**src/pkg/opc_consts.svh**
```systemverilog
`ifndef OPC_CONSTS_SVH
`define OPC_CONSTS_SVH
// Functional notes
// stop-key policy applies only when run source is not the keypad (02)
// keypad run source: stop key always stops and resets trips
// stop-key policy 00 both enabled, 01 both off, 02 reset only
// any terminal with function 15 acts as the write-lock input
// lock mode 00: lock input on rejects all but lock-mode writes
// lock mode 01: lock input on also exempts setpoint, multispeed, jog
// modes 02/03 lock always; 03 also exempts setpoint, multispeed, jog
// lock mode 10 allows parameter edits while the drive runs
// panel copy policy 00 allows panel read/copy, 01 refuses it
// force-keypad input on takes frequency and run from the keypad
// terminal function 31 is the force-keypad input
// source change while running cancels the run and stops output
// other party drops every run command, then issues a fresh one
// force-terminal input on takes commands from the terminal block
// terminal function 51 is the force-terminal input
// force-keypad wins when both force inputs are on
// panel link lost after five seconds without communication
// link-loss action: trip, decel-trip, ignore, coast, decel
// power-on screen: 000 last set code, 001-060 monitor, 201 setpoint
// power-on selection 202 behaves like 000 on a digital keypad
// power-on screen falls back to the first monitor item, 01
// last set-confirmed code is kept across power loss
// rejected parameter write leaves the stored value unchanged

// ****************************************
// sizes and timing
// ****************************************
`define OPC_N_TERM 5
`define OPC_CLK_HZ 32'h05f5_e100
`define OPC_LINK_LOSS_S 32'h0000_0005
`define OPC_LINK_LOSS_CYC (`OPC_LINK_LOSS_S * `OPC_CLK_HZ)

// ****************************************
// setting codes
// ****************************************
`define OPC_SRC_TERM 8'h01
`define OPC_SRC_KEYPAD 8'h02
`define OPC_STOP_BOTH 8'h00
`define OPC_STOP_NONE 8'h01
`define OPC_STOP_RESET 8'h02
`define OPC_FN_LOCK 8'h15
`define OPC_FN_FKEY 8'h31
`define OPC_FN_FTERM 8'h51
`define OPC_LOCK_M0 8'h00
`define OPC_LOCK_M1 8'h01
`define OPC_LOCK_M2 8'h02
`define OPC_LOCK_M3 8'h03
`define OPC_LOCK_RUN 8'h10
`define OPC_COPY_OK 8'h00
`define OPC_LOSS_TRIP 8'h00
`define OPC_LOSS_DTRIP 8'h01
`define OPC_LOSS_COAST 8'h03
`define OPC_LOSS_DECEL 8'h04
`define OPC_LINK_TRIP_CODE 8'h40
`define OPC_SCR_LAST 12'h000
`define OPC_SCR_MON_LO 12'h001
`define OPC_SCR_MON_HI 12'h060
`define OPC_SCR_SETP 12'h201
`define OPC_SCR_LCDB 12'h202
`define OPC_SCR_DEF_MON 16'h0001

// ****************************************
// parameter item ids
// ****************************************
`define OPC_ID_LOCK 16'h0001
`define OPC_ID_SETP 16'h0010
`define OPC_ID_MS_BASE 16'h0020
`define OPC_ID_MS_BASE2 16'h0021
`define OPC_ID_MS_LO 16'h0022
`define OPC_ID_MS_HI 16'h0028
`define OPC_ID_JOG 16'h0030
`endif

```
**src/pkg/opc_pkg.sv**
```systemverilog
package opc_pkg;
    // configuration settings
    typedef struct packed {
        logic [7:0] stop_key_policy;
        logic [7:0] run_command_source;
        logic [7:0] frequency_command_source;
        logic [7:0] write_lock_mode;
        logic [7:0] panel_copy_policy;
        logic [7:0] panel_link_loss_action;
        logic [11:0] power_on_screen_select;
    } opc_cfg_s;
    // command from one source
    typedef struct packed {
        logic run;
        logic [15:0] freq;
    } opc_cmd_s;
    // parameter write
    typedef struct packed {
        logic valid;
        logic [15:0] id;
        logic [15:0] data;
    } opc_wr_s;
    typedef enum logic [1:0] {
        opc_scr_last,
        opc_scr_monitor,
        opc_scr_setpoint
    } opc_screen_e;
    typedef enum logic [1:0] {
        opc_lk_ok,
        opc_lk_decel,
        opc_lk_lost
    } opc_link_e;
endpackage

```
**src/verilog/opc_sync.sv**
```systemverilog
`timescale 1ns/1ps
module opc_sync #(
    parameter int unsigned W = 1
) (
    // clock and reset
    input wire logic ref_clk,
    input wire logic resetn,
    // data
    input wire logic [W-1:0] d,
    output logic [W-1:0] q
);
    logic [W-1:0] meta_ff;
    logic [W-1:0] sync_ff;

    generate
        if (W < 1) begin : g_chk
            $error("opc_sync width must be at least one");
        end
    endgenerate

    always_ff @(posedge ref_clk) begin
        if (!resetn) begin
            meta_ff <= '0;
            sync_ff <= '0;
        end else begin
            meta_ff <= d;
            sync_ff <= meta_ff;
        end
    end

    assign q = sync_ff;
endmodule

```
**src/verilog/opc_top.sv**
```systemverilog
`timescale 1ns/1ps
`include "opc_consts.svh"
module opc_top #(
    parameter int unsigned N_TERM = `OPC_N_TERM,
    parameter int unsigned LINK_LOSS_CYC = `OPC_LINK_LOSS_CYC
) (
    // clock and reset
    input wire logic ref_clk,
    input wire logic resetn,
    // settings
    input wire opc_pkg::opc_cfg_s cfg,
    input wire logic [N_TERM-1:0][7:0] input_terminal_function,
    // pins
    input wire logic [N_TERM-1:0] term_pin,
    input wire logic stop_key_pin,
    // command sources
    input wire opc_pkg::opc_cmd_s keypad_cmd,
    input wire opc_pkg::opc_cmd_s terminal_cmd,
    input wire opc_pkg::opc_cmd_s other_cmd,
    // drive state
    input wire logic drive_running,
    input wire logic drive_tripped,
    // parameter store
    input wire opc_pkg::opc_wr_s wr_req,
    output opc_pkg::opc_wr_s param_wr,
    output logic wr_reject,
    // panel link
    input wire logic panel_heard,
    input wire logic copy_req,
    output logic copy_ok,
    output logic copy_deny,
    // drive commands
    output opc_pkg::opc_cmd_s cmd_out,
    output logic [7:0] run_src_eff,
    output logic stop_cmd,
    output logic trip_reset,
    // link loss
    output logic link_lost,
    output logic link_trip,
    output logic [7:0] trip_code,
    output logic decel_stop,
    output logic coast_stop,
    // power-on screen
    input wire logic [15:0] nv_last_code,
    output opc_pkg::opc_screen_e screen_kind,
    output logic [15:0] screen_code,
    output logic screen_valid,
    output logic nv_save,
    output logic [15:0] nv_code
);
    localparam int unsigned CW = $clog2(LINK_LOSS_CYC + 1);

    generate
        if (N_TERM < 1 || N_TERM > 8 || LINK_LOSS_CYC < 2) begin : g_chk
            $error("opc_top parameters out of range");
        end
    endgenerate

    // ****************************************
    // input synchronisers
    // ****************************************
    logic [N_TERM:0] pin_s;
    logic key_q_ff;
    logic key_rise;

    opc_sync #(
        .W(N_TERM + 1)
    ) u_sync (
        .ref_clk(ref_clk),
        .resetn(resetn),
        .d({stop_key_pin, term_pin}),
        .q(pin_s)
    );

    always_ff @(posedge ref_clk) begin
        if (!resetn) begin
            key_q_ff <= 1'b0;
        end else begin
            key_q_ff <= pin_s[N_TERM];
        end
    end

    assign key_rise = pin_s[N_TERM] && !key_q_ff;

    // ****************************************
    // terminal function decode
    // ****************************************
    logic [N_TERM-1:0] lock_hit;
    logic [N_TERM-1:0] fkey_hit;
    logic [N_TERM-1:0] fterm_hit;
    logic lock_in;
    logic fkey_in;
    logic fterm_in;

    genvar gi;
    generate
        for (gi = 0; gi < N_TERM; gi++) begin : g_term
            assign lock_hit[gi] = pin_s[gi] && input_terminal_function[gi] == `OPC_FN_LOCK;
            assign fkey_hit[gi] = pin_s[gi] && input_terminal_function[gi] == `OPC_FN_FKEY;
            assign fterm_hit[gi] = pin_s[gi] && input_terminal_function[gi] == `OPC_FN_FTERM;
        end
    endgenerate

    assign lock_in = |lock_hit;
    assign fkey_in = |fkey_hit;
    assign fterm_in = |fterm_hit;

    // ****************************************
    // command source selection
    // ****************************************
    logic [7:0] nxt_run_src;
    logic [7:0] nxt_freq_src;
    logic [7:0] run_src_ff;
    logic [7:0] freq_src_ff;
    logic src_switch;
    logic block_ff;
    opc_pkg::opc_cmd_s sel_cmd;
    opc_pkg::opc_cmd_s cmd_ff;

    always_comb begin
        if (fkey_in) begin
            nxt_run_src = `OPC_SRC_KEYPAD;
            nxt_freq_src = `OPC_SRC_KEYPAD;
        end else if (fterm_in) begin
            nxt_run_src = `OPC_SRC_TERM;
            nxt_freq_src = `OPC_SRC_TERM;
        end else begin
            nxt_run_src = cfg.run_command_source;
            nxt_freq_src = cfg.frequency_command_source;
        end
    end

    always_comb begin
        sel_cmd = other_cmd;
        if (nxt_run_src == `OPC_SRC_KEYPAD) begin
            sel_cmd.run = keypad_cmd.run;
        end else if (nxt_run_src == `OPC_SRC_TERM) begin
            sel_cmd.run = terminal_cmd.run;
        end
        if (nxt_freq_src == `OPC_SRC_KEYPAD) begin
            sel_cmd.freq = keypad_cmd.freq;
        end else if (nxt_freq_src == `OPC_SRC_TERM) begin
            sel_cmd.freq = terminal_cmd.freq;
        end
    end

    assign src_switch = nxt_run_src != run_src_ff || nxt_freq_src != freq_src_ff;

    always_ff @(posedge ref_clk) begin
        if (!resetn) begin
            run_src_ff <= `OPC_SRC_TERM;
            freq_src_ff <= `OPC_SRC_TERM;
        end else begin
            run_src_ff <= nxt_run_src;
            freq_src_ff <= nxt_freq_src;
        end
    end

    // ****************************************
    // stop key
    // ****************************************
    logic stop_en;
    logic reset_en;
    logic stop_ff;
    logic trip_reset_ff;

    always_comb begin
        if (nxt_run_src == `OPC_SRC_KEYPAD) begin
            stop_en = 1'b1;
            reset_en = 1'b1;
        end else begin
            stop_en = cfg.stop_key_policy == `OPC_STOP_BOTH;
            reset_en = cfg.stop_key_policy == `OPC_STOP_BOTH || cfg.stop_key_policy == `OPC_STOP_RESET;
        end
    end

    always_ff @(posedge ref_clk) begin
        if (!resetn) begin
            stop_ff <= 1'b0;
            trip_reset_ff <= 1'b0;
        end else begin
            stop_ff <= key_rise && stop_en;
            trip_reset_ff <= key_rise && reset_en && drive_tripped;
        end
    end

    // ****************************************
    // run cancel and command output
    // ****************************************
    logic loss_hold;

    always_ff @(posedge ref_clk) begin
        if (!resetn) begin
            block_ff <= 1'b0;
        end else if ((src_switch && drive_running) || (key_rise && stop_en)) begin
            block_ff <= 1'b1;
        end else if (!sel_cmd.run) begin
            block_ff <= 1'b0;
        end
    end

    always_ff @(posedge ref_clk) begin
        if (!resetn) begin
            cmd_ff <= '0;
        end else begin
            cmd_ff.freq <= sel_cmd.freq;
            cmd_ff.run <= sel_cmd.run && !block_ff && !loss_hold && !src_switch && !(key_rise && stop_en);
        end
    end

    // ****************************************
    // parameter write lock
    // ****************************************
    logic is_lock_id;
    logic is_freq_id;
    logic locked;
    logic run_block;
    logic wr_ok;
    opc_pkg::opc_wr_s wr_ff;
    logic wr_rej_ff;
    logic nv_save_ff;
    logic [15:0] nv_code_ff;

    assign is_lock_id = wr_req.id == `OPC_ID_LOCK;
    assign is_freq_id = wr_req.id == `OPC_ID_SETP || wr_req.id == `OPC_ID_MS_BASE || wr_req.id == `OPC_ID_MS_BASE2
        || (wr_req.id >= `OPC_ID_MS_LO && wr_req.id <= `OPC_ID_MS_HI) || wr_req.id == `OPC_ID_JOG;

    always_comb begin
        unique case (cfg.write_lock_mode)
            `OPC_LOCK_M0: locked = lock_in;
            `OPC_LOCK_M1: locked = lock_in && !is_freq_id;
            `OPC_LOCK_M2: locked = 1'b1;
            `OPC_LOCK_M3: locked = !is_freq_id;
            default: locked = 1'b0;
        endcase
    end

    assign run_block = drive_running && cfg.write_lock_mode != `OPC_LOCK_RUN && !is_freq_id;
    assign wr_ok = is_lock_id || (!locked && !run_block);

    always_ff @(posedge ref_clk) begin
        if (!resetn) begin
            wr_ff <= '0;
            wr_rej_ff <= 1'b0;
        end else begin
            wr_ff.valid <= wr_req.valid && wr_ok;
            wr_ff.id <= wr_req.id;
            wr_ff.data <= wr_req.data;
            wr_rej_ff <= wr_req.valid && !wr_ok;
        end
    end

    always_ff @(posedge ref_clk) begin
        if (!resetn) begin
            nv_save_ff <= 1'b0;
            nv_code_ff <= '0;
        end else begin
            nv_save_ff <= wr_req.valid && wr_ok;
            if (wr_req.valid && wr_ok) begin
                nv_code_ff <= wr_req.id;
            end
        end
    end

    // ****************************************
    // panel copy permission
    // ****************************************
    logic copy_ok_ff;
    logic copy_deny_ff;

    always_ff @(posedge ref_clk) begin
        if (!resetn) begin
            copy_ok_ff <= 1'b0;
            copy_deny_ff <= 1'b0;
        end else begin
            copy_ok_ff <= copy_req && cfg.panel_copy_policy == `OPC_COPY_OK;
            copy_deny_ff <= copy_req && cfg.panel_copy_policy != `OPC_COPY_OK;
        end
    end

    // ****************************************
    // panel link watchdog
    // ****************************************
    logic [CW-1:0] link_cnt_ff;
    logic lost_ff;
    opc_pkg::opc_link_e lk_ff;
    logic trip_ff;
    logic nxt_trip;
    logic [7:0] trip_code_ff;
    logic decel_ff;
    logic coast_ff;

    always_ff @(posedge ref_clk) begin
        if (!resetn) begin
            link_cnt_ff <= '0;
            lost_ff <= 1'b0;
        end else if (panel_heard) begin
            link_cnt_ff <= '0;
            lost_ff <= 1'b0;
        end else if (link_cnt_ff != CW'(LINK_LOSS_CYC)) begin
            link_cnt_ff <= link_cnt_ff + 1'b1;
            lost_ff <= link_cnt_ff == CW'(LINK_LOSS_CYC - 1);
        end
    end

    always_ff @(posedge ref_clk) begin
        if (!resetn) begin
            lk_ff <= opc_pkg::opc_lk_ok;
        end else begin
            unique case (lk_ff)
                opc_pkg::opc_lk_ok: begin
                    if (lost_ff && cfg.panel_link_loss_action == `OPC_LOSS_DTRIP) begin
                        lk_ff <= opc_pkg::opc_lk_decel;
                    end else if (lost_ff) begin
                        lk_ff <= opc_pkg::opc_lk_lost;
                    end
                end
                opc_pkg::opc_lk_decel: begin
                    if (!drive_running) begin
                        lk_ff <= opc_pkg::opc_lk_lost;
                    end
                end
                opc_pkg::opc_lk_lost: begin
                    if (!lost_ff) begin
                        lk_ff <= opc_pkg::opc_lk_ok;
                    end
                end
            endcase
        end
    end

    // decel-then-trip keeps the trip standing once the drive has stopped
    assign nxt_trip = (lost_ff && cfg.panel_link_loss_action == `OPC_LOSS_TRIP)
        || (lk_ff == opc_pkg::opc_lk_decel && !drive_running)
        || (lk_ff == opc_pkg::opc_lk_lost && lost_ff && cfg.panel_link_loss_action == `OPC_LOSS_DTRIP);

    always_ff @(posedge ref_clk) begin
        if (!resetn) begin
            trip_ff <= 1'b0;
            trip_code_ff <= '0;
            decel_ff <= 1'b0;
            coast_ff <= 1'b0;
        end else begin
            trip_ff <= nxt_trip;
            trip_code_ff <= nxt_trip ? `OPC_LINK_TRIP_CODE : '0;
            decel_ff <= lost_ff && (cfg.panel_link_loss_action == `OPC_LOSS_DECEL
                || (cfg.panel_link_loss_action == `OPC_LOSS_DTRIP && lk_ff != opc_pkg::opc_lk_lost));
            coast_ff <= lost_ff && cfg.panel_link_loss_action == `OPC_LOSS_COAST;
        end
    end

    assign loss_hold = trip_ff || decel_ff || coast_ff;

    // ****************************************
    // power-on screen
    // ****************************************
    logic scr_done_ff;
    opc_pkg::opc_screen_e scr_kind_ff;
    logic [15:0] scr_code_ff;
    logic [11:0] sel;

    assign sel = cfg.power_on_screen_select;

    always_ff @(posedge ref_clk) begin
        if (!resetn) begin
            scr_done_ff <= 1'b0;
            scr_kind_ff <= opc_pkg::opc_scr_monitor;
            scr_code_ff <= `OPC_SCR_DEF_MON;
        end else if (!scr_done_ff) begin
            scr_done_ff <= 1'b1;
            if (sel == `OPC_SCR_LAST || sel == `OPC_SCR_LCDB) begin
                scr_kind_ff <= opc_pkg::opc_scr_last;
                scr_code_ff <= nv_last_code;
            end else if (sel >= `OPC_SCR_MON_LO && sel <= `OPC_SCR_MON_HI) begin
                scr_kind_ff <= opc_pkg::opc_scr_monitor;
                scr_code_ff <= {4'h0, sel};
            end else if (sel == `OPC_SCR_SETP) begin
                scr_kind_ff <= opc_pkg::opc_scr_setpoint;
                scr_code_ff <= `OPC_ID_SETP;
            end
        end
    end

    // ****************************************
    // outputs
    // ****************************************
    assign param_wr = wr_ff;
    assign wr_reject = wr_rej_ff;
    assign copy_ok = copy_ok_ff;
    assign copy_deny = copy_deny_ff;
    assign cmd_out = cmd_ff;
    assign run_src_eff = run_src_ff;
    assign stop_cmd = stop_ff;
    assign trip_reset = trip_reset_ff;
    assign link_lost = lost_ff;
    assign link_trip = trip_ff;
    assign trip_code = trip_code_ff;
    assign decel_stop = decel_ff;
    assign coast_stop = coast_ff;
    assign screen_kind = scr_kind_ff;
    assign screen_code = scr_code_ff;
    assign screen_valid = scr_done_ff;
    assign nv_save = nv_save_ff;
    assign nv_code = nv_code_ff;
endmodule

```
**config.mk**
```make
export PLATFORM = sky130hd
export DESIGN_NAME = opc_top
export DESIGN_NICKNAME = d
export VERILOG_FILES = /design/src/pkg/opc_pkg.sv /design/src/verilog/opc_sync.sv /design/src/verilog/opc_top.sv
export VERILOG_INCLUDE_DIRS = /design/src /design/src/pkg
export SDC_FILE = /design/constraint.sdc
export NUM_CORES = 1
export LEC_CHECK = 0
export ABC_AREA = 1
export BUFFER_PORTS_ARGS = -buffer_cell sky130_fd_sc_hd__buf_2
export CORE_ASPECT_RATIO = 0.6
export CORE_MARGIN = 10
export CORE_UTILIZATION = 43
export CTS_CLUSTER_SIZE = 14
export DETAILED_ROUTE_END_ITERATION = 12
export GPL_ROUTABILITY_DRIVEN = 0
export PLACE_DENSITY = 0.77
export SLEW_MARGIN = 10
export SYNTH_ARGS = -nofsm -noshare
export SYNTH_HDL_FRONTEND = slang
export SYNTH_SLANG_ARGS = --single-unit
```
**constraint.sdc**
```tcl
create_clock -name ref_clk -period 2.15 [get_ports ref_clk]
set_input_delay 0.43 -clock ref_clk [delete_from_list [all_inputs] [get_ports ref_clk]]
set_output_delay 0.43 -clock ref_clk [all_outputs]
set_load 0.05 [all_outputs]
```
==> results of run 1 <==
## per-stage QoR
step,setup WS [ns],power (uW),instance area [um2],TNS (ns)
2_1_floorplan,0.1071,3824,7108,0
6_report,-0.01056,7129,10140,-0.01056
3_5_place_dp,-0.2921,4295,9233,-8.543
4_1_cts,0.001565,7176,9838,0
5_1_grt,-0.1764,7442,10140,-0.4963
3_3_place_gp,-0.2136,4267,9233,-6.342
## what timing repair did
action | CTS | global route
endpoints found under the setup margin | 17 | 42
pin swaps | 3 | 21
setup buffers | 2 | 10
cloned | 0 | 1
resized for setup | 6 | 49
## state kept, by name, indices dropped and copies added, names as in the netlist, 2 cells and up
signal,count
run_src_eff,8
link_cnt_ff,29
freq_src_ff,8
param_wr,32
u_sync.q,6
screen_kind,2
lk_ff,2
u_sync.meta_ff,6
screen_code,16
nv_code,16
cmd_out,17
## worst register-to-register path, stage by stage, from the launching register on
cell      delay (ns)
dfxtp_4         0.37
ha_4            0.15
nand2_4         0.06
nor2_4          0.16
nand3_4         0.10
nor2_4          0.14
nand3_4         0.09
nor2_4          0.14
nand2_2         0.09
nor3_4          0.19
nand3b_1        0.16
nor2_2          0.17
nand2_1         0.07
clkinv_1        0.05
o21ai_1         0.05
a21oi_1         0.11
## power by group through the flow
| stage | combinational (uW) | sequential, uW | clock, uW |
|---|---|---|---|
| 3_5_place_dp | 1180 | 3110 | 0 |
| 3_3_place_gp | 1160 | 3110 | 0 |
| 5_1_grt | 1310 | 3060 | 3070 |
| 2_1_floorplan | 415 | 3410 | 0 |
| 4_1_cts | 1190 | 3050 | 2940 |
| 6_report | 1210 | 3050 | 2870 |
## routing by layer
layer	GRT usage	routed length [um]
met4	0.04514	270
met1	0.2556	10410
met3	0.08288	2716
met2	0.3492	11770
met5	0	13
## cell families (layout without fill, tap and decap cells)
kind of cell	after synthesis	in the layout	synth area share
DFF	155	155	0.4379
and+or+nand+nor	493	493	0.3150
other	1	7	0.0005292
AOI/OAI and AO/OA	136	136	0.1114
buffers and inverters	207	587	0.1238
xor gates and xnor gates	2	2	0.002473
adders and majority gates	5	5	0.008829
## synthesized netlist by cell type, types with 2 or more instances
cell,number
nand2_1,202
dfxtp_1,155
inv_1,152
nor2_1,125
nand3_1,76
o21ai_0,52
a21oi_1,37
nand4_1,24
o211ai_1,21
clkbuf_1,19
nor3_1,17
nor4_1,13
buf_4,10
inv_2,9
buf_2,8
a31oi_1,7
buf_6,7
nand2_2,6
nand3_2,6
ha_1,5
nand3b_1,4
nor2_2,4
or2_1,4
o21a_1,3
o22ai_1,3
a211oi_1,2
nand2_4,2
nor4_2,2
o21ai_1,2
o31ai_1,2
xor2_1,2
## path summary, 6_finish.rpt
check,to,from,depth (start not counted)
min,param_wr[5],wr_req[5],3
min reg2reg,u_sync.q[4],u_sync.meta_ff[4],2
max reg2reg,link_cnt_ff[26],link_cnt_ff[1],15
max,link_cnt_ff[26],link_cnt_ff[1],15
## area by class of cell
class	instances	area, um2	area share
Clock inverter	14	130.1	0.01284
Timing Repair Buffer	393	2272	0.2241
Sequential cell	155	3115	0.3073
Tap cell	209	261.5	0.02580
Inverter	162	611.8	0.06036
Multi-Input combinational cell	643	3307	0.3262
Clock buffer	18	439.2	0.04332
==> metrics.md, run 1 <==
| Metric | Value |
|---|---|
| Count of different cell masters after synthesis | ~50 |
| Detail Route Antenna Nets | 0 |
| Ys Warns | 0 |
| Final WS setup | -0.01056 ns |
| Longest Clk Path Bufs | 2 |
| Cell taking the most area after synthesis | dfxtp_1 |
| Worst Path Buf+Inv | 1 |
| Core ar. | 16,220 um2 |
| Area Overhead vs Synth | 43.07% |
| Hold violation total from the final report | 0 |
| Critical path's most frequent cell | nor2_4 |
| Cell Int Power | slightly below 5000 uW |
| Dpl cells | roughly 1,500 |
| Die width | approximately 190 um |
| Routed via count | approximately 8,000 |
| Critical path's slowest cell | dfxtp_4 |
| Clock transition at the registers of the reported paths | ~0.070 ns |
| Die Ht | 119.4 um |
| Fin Clk Skew | approximately 0.014 ns |
| Initial antenna violation count | 2 |
| Root Buffer | clkbuf_16 |
| Comb power frac | 0.169 |
| # DRC | 0 |
| Cells after Synth | about 1,000 |
| DR iter-0 viols | 480 |
| Share of cells above drive strength 1 | 0.3603 |
| Unrepaired setup endpoints after global routing | yes |
| Most common cell after layout, fill and taps aside | buf_2 |
| First-pass iteration count of the detailed router | 5 |
| CP required | about 2.5 ns |
| H-tree depth | 4 |
| DP HPWL | 19,880 um |
| Row cnt | 36 |
| Slew HR | 0.6560 |
| Final worst path period share | 1.005 |
| Synthesized area | a little over 7000 um2 |
| Filler cells | roughly 1,500 |
| Top cells by area, synth | dfxtp_1 (44%), nand2_1 (11%), inv_1 (8.1%) |
| CTS tree | built |
| Pwr Density | around 700 nW/um2 |
| Syn Area/Cell | slightly above 7 um2 |
| Clk pwr share | 0.403 |
| Commonest cells after routing, fill and taps aside | buf_2 (314), nand2_1 (191), inv_1 (151) |
| CP peak stage delay | approximately 0.37 ns |
| Crit path max fanout | 3 |
| Crit end category | flip-flop |
| Asr flop ratio synth | 0 |
| Net count, final | approximately 1,600 |
| Setup CP Type | flip-flop to flip-flop |
| Inserted Clock Buffers | 17 |
| First-pass GRT wire length | 38,070 um |
| Max Freq | approximately 460 MHz |
| Total routed wirelength | roughly 25,000 um |
| Dominant synthesized flop cell | dfxtp_1 |
| Critical path's top delay family | simple AND/OR/NAND/NOR gates |
| Via/cell ratio | approximately 5 |
| Sequential area share after synthesis | 0.4379 |
| Ports | approximately 320 |
| Post-synth EDFFs | 0 |
| WL per Instance | between 15 and 20 um |
| R2r setup slk | -0.01 ns |
| HP Class | input port to flip-flop |
| Leak pwr | roughly 0.0054 uW |
| Die area | 22,180 um2 |
| Crit-path cells | ha_4 > nand2_4 > nor2_4 > nand3_4 > nor2_4 > nand3_4 > nor2_4 > nand2_2 > nor3_4 > nand3b_1 > nor2_2 > nand2_1 > clkinv_1 > o21ai_1 > a21oi_1 |
| Outcome | complete, but fails checks |
| Max Slew Vio Count | 0 |
| CTS Hold Bufs | 0 |
| Sw Pwr | between 2000 and 2500 uW |
| Largest net degree at the start of global routing | 75 |
| Total track usage | 0.2117 |
| WP data arrival | approximately 2.5 ns |
| Max capacitance violation total | 0 |
| Core Util, Final | 0.6252 |
| Flops & latches, synth | 155 |
| Worst vdd ir | approximately 0.35 mV |
| Sequential share of power | 0.428 |
| Final min period | 2.161 ns |
| Min Hold Slack | roughly 0.19 ns |
| Total grt overflow | 0 |
| Setup violators final | 1 |
| IO buf count | 315 |
| Synth top area share | 0.4379 |
| Sw Ratio | 0.3028 |
| Non-Filler Instances | between 1,500 and 2,000 |
| Critical Path Start Type | flip-flop |
| Clock Latency Late Sink | approximately 0.42 ns |
| Clock tree sinks | ~160 |
| Violated checks | setup timing |
| Number of diodes | 0 |
| Vias in the first global route | ~7,500 |
| Worst Tran Pin Value | 0.5114 ns |
| Initial Util | 0.4370 |
No activity file was read; power rests on OpenSTA's default activity.
==> run 2, diff against run 1 <==
--- a/config.mk
+++ b/config.mk
@@ -8,13 +8,16 @@
 export LEC_CHECK = 0
 export ABC_AREA = 1
 export BUFFER_PORTS_ARGS = -buffer_cell sky130_fd_sc_hd__buf_2
+export CAP_MARGIN = 25
 export CORE_ASPECT_RATIO = 0.6
 export CORE_MARGIN = 10
 export CORE_UTILIZATION = 43
 export CTS_CLUSTER_SIZE = 14
 export DETAILED_ROUTE_END_ITERATION = 12
 export GPL_ROUTABILITY_DRIVEN = 0
+export GPL_TIMING_DRIVEN = 1
 export PLACE_DENSITY = 0.77
+export REMOVE_ABC_BUFFERS = 1
 export SLEW_MARGIN = 10
 export SYNTH_ARGS = -nofsm -noshare
 export SYNTH_HDL_FRONTEND = slang
==> run 2 against run 1 <==
The run now ends clean. Non-clock buffer count increased by 3. Fmax increased by 2.3%. Final area increased by 2.5%. First-iteration DRC count increased by 21%. Register-to-register slack improved by 0.05 ns.
==> metrics.md, run 2 (synthesis results as in run 1) <==
| Metric | Value |
|---|---|
| Outcome | completed |
| Max capacitance violation total | 0 |
| Via/cell ratio | 4.852 |
| Commonest cells after routing, fill and taps aside | buf_2 (314), nand2_1 (190), inv_1 (152) |
| Max Slew Vio Count | 0 |
| Total routed wirelength | around 25,000 um |
| Root Buffer | clkbuf_16 |
| IO buf count | 315 |
| H-tree depth | 4 |
| HP Class | input port to flip-flop |
| Die width | 185.7 um |
| DR iter-0 viols | approximately 580 |
| WP data arrival | ~2.5 ns |
| Max reg flops | 32 |
| Hold violation total from the final report | 0 |
| Clock Latency Late Sink | 0.42 ns |
| Initial antenna violation count | 2 |
| Fin Clk Skew | approximately 0.016 ns |
| Final TNS setup | 0 ns |
| First-pass iteration count of the detailed router | 5 |
| Largest net degree at the start of global routing | 62 |
| Initial Util | 0.4370 |
| Dpl cells | around 1,500 |
| Row cnt | 36 |
| Clock tree sinks | 155 |
| Most common cell after layout, fill and taps aside | buf_2 |
| Clock transition at the registers of the reported paths | around 0.08 ns |
| Core ar. | between 15,000 and 20,000 um2 |
| Routed via count | slightly below 8,000 |
| Worst vdd ir | between 0.5 and 0.6 mV |
| R2R cell count | 16 |
| Share of cells above drive strength 1 | 0.3797 |
| Total grt overflow | 0 |
| DP HPWL | 18,820 um |
| CTS Hold Bufs | 0 |
| # DRC | 0 |
| Pwr Density | 704.3 nW/um2 |
| Crit end category | flip-flop |
| Leak pwr | about 0.0055 uW |
| CP required | roughly 2.5 ns |
| Hold path cells | 3 |
| Setup violators final | 0 |
| Inserted Clock Buffers | 17 |
| Non-Filler Instances | ~1,600 |
| Slew HR | 0.6027 |
| Critical Path Start Type | flip-flop |
| Total track usage | 0.2035 |
| Hold path startpoint | wr_req[14] |
| Setup CP Type | flip-flop to flip-flop |
| Net count, final | between 1,500 and 2,000 |
| Hold path endpoint | param_wr[14] |
| R2r setup slk | ~0.038 ns |
| Final min period | 2.112 ns |
| Max Freq | approximately 470 MHz |
| Die Ht | between 100 and 150 um |
| Worst Tran Pin Value | between 0.5 and 0.6 ns |
| Area Overhead vs Synth | 46.64% |
| Reg2reg end | cmd_out[0] |
| CTS tree | built |
| WL per Instance | roughly 16 um |
| Longest Clk Path Bufs | 2 |
| Ports | approximately 320 |
| Unrepaired setup endpoints after global routing | yes |
| Final worst path period share | 0.9824 |
| Die area | 22,180 um2 |
| Crit Reg-Reg Startpoint | u_sync.q[0] |
| Crit path max fanout | 8 |
| First-pass GRT wire length | about 37,000 um |
| Vias in the first global route | 7,302 |
| Detail Route Antenna Nets | 0 |
## run 2: cell types whose count changed in the layout (fill, tap and decap cells not counted), moves of 2 or more
| cell | before | now |
|---|---|---|
| clkbuf_16 | 18 | 21 |
| clkinv_4 | 5 | 1 |
| clkinv_8 | 0 | 7 |
| clkinvlp_4 | 3 | 0 |
| dfxtp_2 | 4 | 6 |
| nand3_1 | 68 | 44 |
| nand3_2 | 12 | 34 |
| nand3_4 | 3 | 5 |
| nor2_1 | 119 | 115 |
| nor2_2 | 5 | 9 |
## run 2: critical path, stage by stage, from the launching register on
cell and delay [ns]:
dfxtp_2 0.35, nand3_2 0.09, nor2_4 0.14, nand2_2 0.06, nand2_2 0.09, nor2_4 0.05
buf_12 0.14, buf_12 0.14, nand3_4 0.07, nand2_4 0.06, nor3_4 0.26, buf_6 0.15
clkbuf_16 0.15, nand3_1 0.08, nand3_1 0.08, o211ai_1 0.08, inv_1 0.07
## run 2: cell type report
cell class / count / area (um2)
multi-input combinational: 643 / 3432
inverter: 162 / 608.1
timing repair buffer: 396 / 2347
clock buffer: 17 / 425.4
fill: 1410 / 5826
clock inverter: 15 / 198.9
sequential: 155 / 3114
antenna: 1 / 2.502
tap: 209 / 261.5
## run 2: how the worst max path moves through the flow
stage / cells past startpoint / startpoint / to
floorplan: 13 / input_terminal_function[11] / cmd_out[0]
global placement: 16 / input_terminal_function[2] / cmd_out[7]
detailed placement: 16 / input_terminal_function[2] / cmd_out[3]
CTS: 15 / link_cnt_ff[1] / link_cnt_ff[26]
global route: 15 / u_sync.q[4] / cmd_out[13]
finish: 16 / u_sync.q[0] / cmd_out[0]
## run 2: metal layers
| metal | wire, um | global-route usage | vias up | share of wire |
|---|---|---|---|---|
| met2 | 11730 | 0.3314 | 299 | 0.47 |
| met4 | 320 | 0.05165 | 2 | 0.013 |
| met1 | 10110 | 0.2416 | 3466 | 0.40 |
| li1 | - | - | 3963 | - |
| met5 | 20 | 0 | - | 0.00080 |
| met3 | 2866 | 0.08713 | 24 | 0.11 |
## run 2: timing repair
item / in CTS / in global routing
setup endpoints to repair: 2 / 26
endpoints found under the hold margin: 0 / 0
setup buffers: 7 / 15
gates cloned: 0 / 5
gates resized for setup: 8 / 75
pin swaps: 8 / 49
## run 2: power breakdown
part / switching [uW] / internal (uW)
sequential: 56.0 / 2990
clock: 1460 / 1600
combinational: 793 / 415
## run 2: stage by stage
stage | hold slack (ns) | cell area, um2 | setup slack (ns) | utilization | total power (uW)
final | 0.1859 | 10390 | 0.03790 | 0.6407 | 7318
after global routing | 0.1819 | 10390 | -0.09102 | 0.6407 | 7615
after CTS | 0.1762 | 9859 | -0.02022 | 0.6080 | 7335
after detailed placement | 0.4017 | 9150 | -0.2119 | 0.5643 | 4280
after global placement | 0.3928 | 9150 | -0.1336 | 0.5643 | 4256
after floorplan | 0.3900 | 6839 | -0.8568 | - | 3783
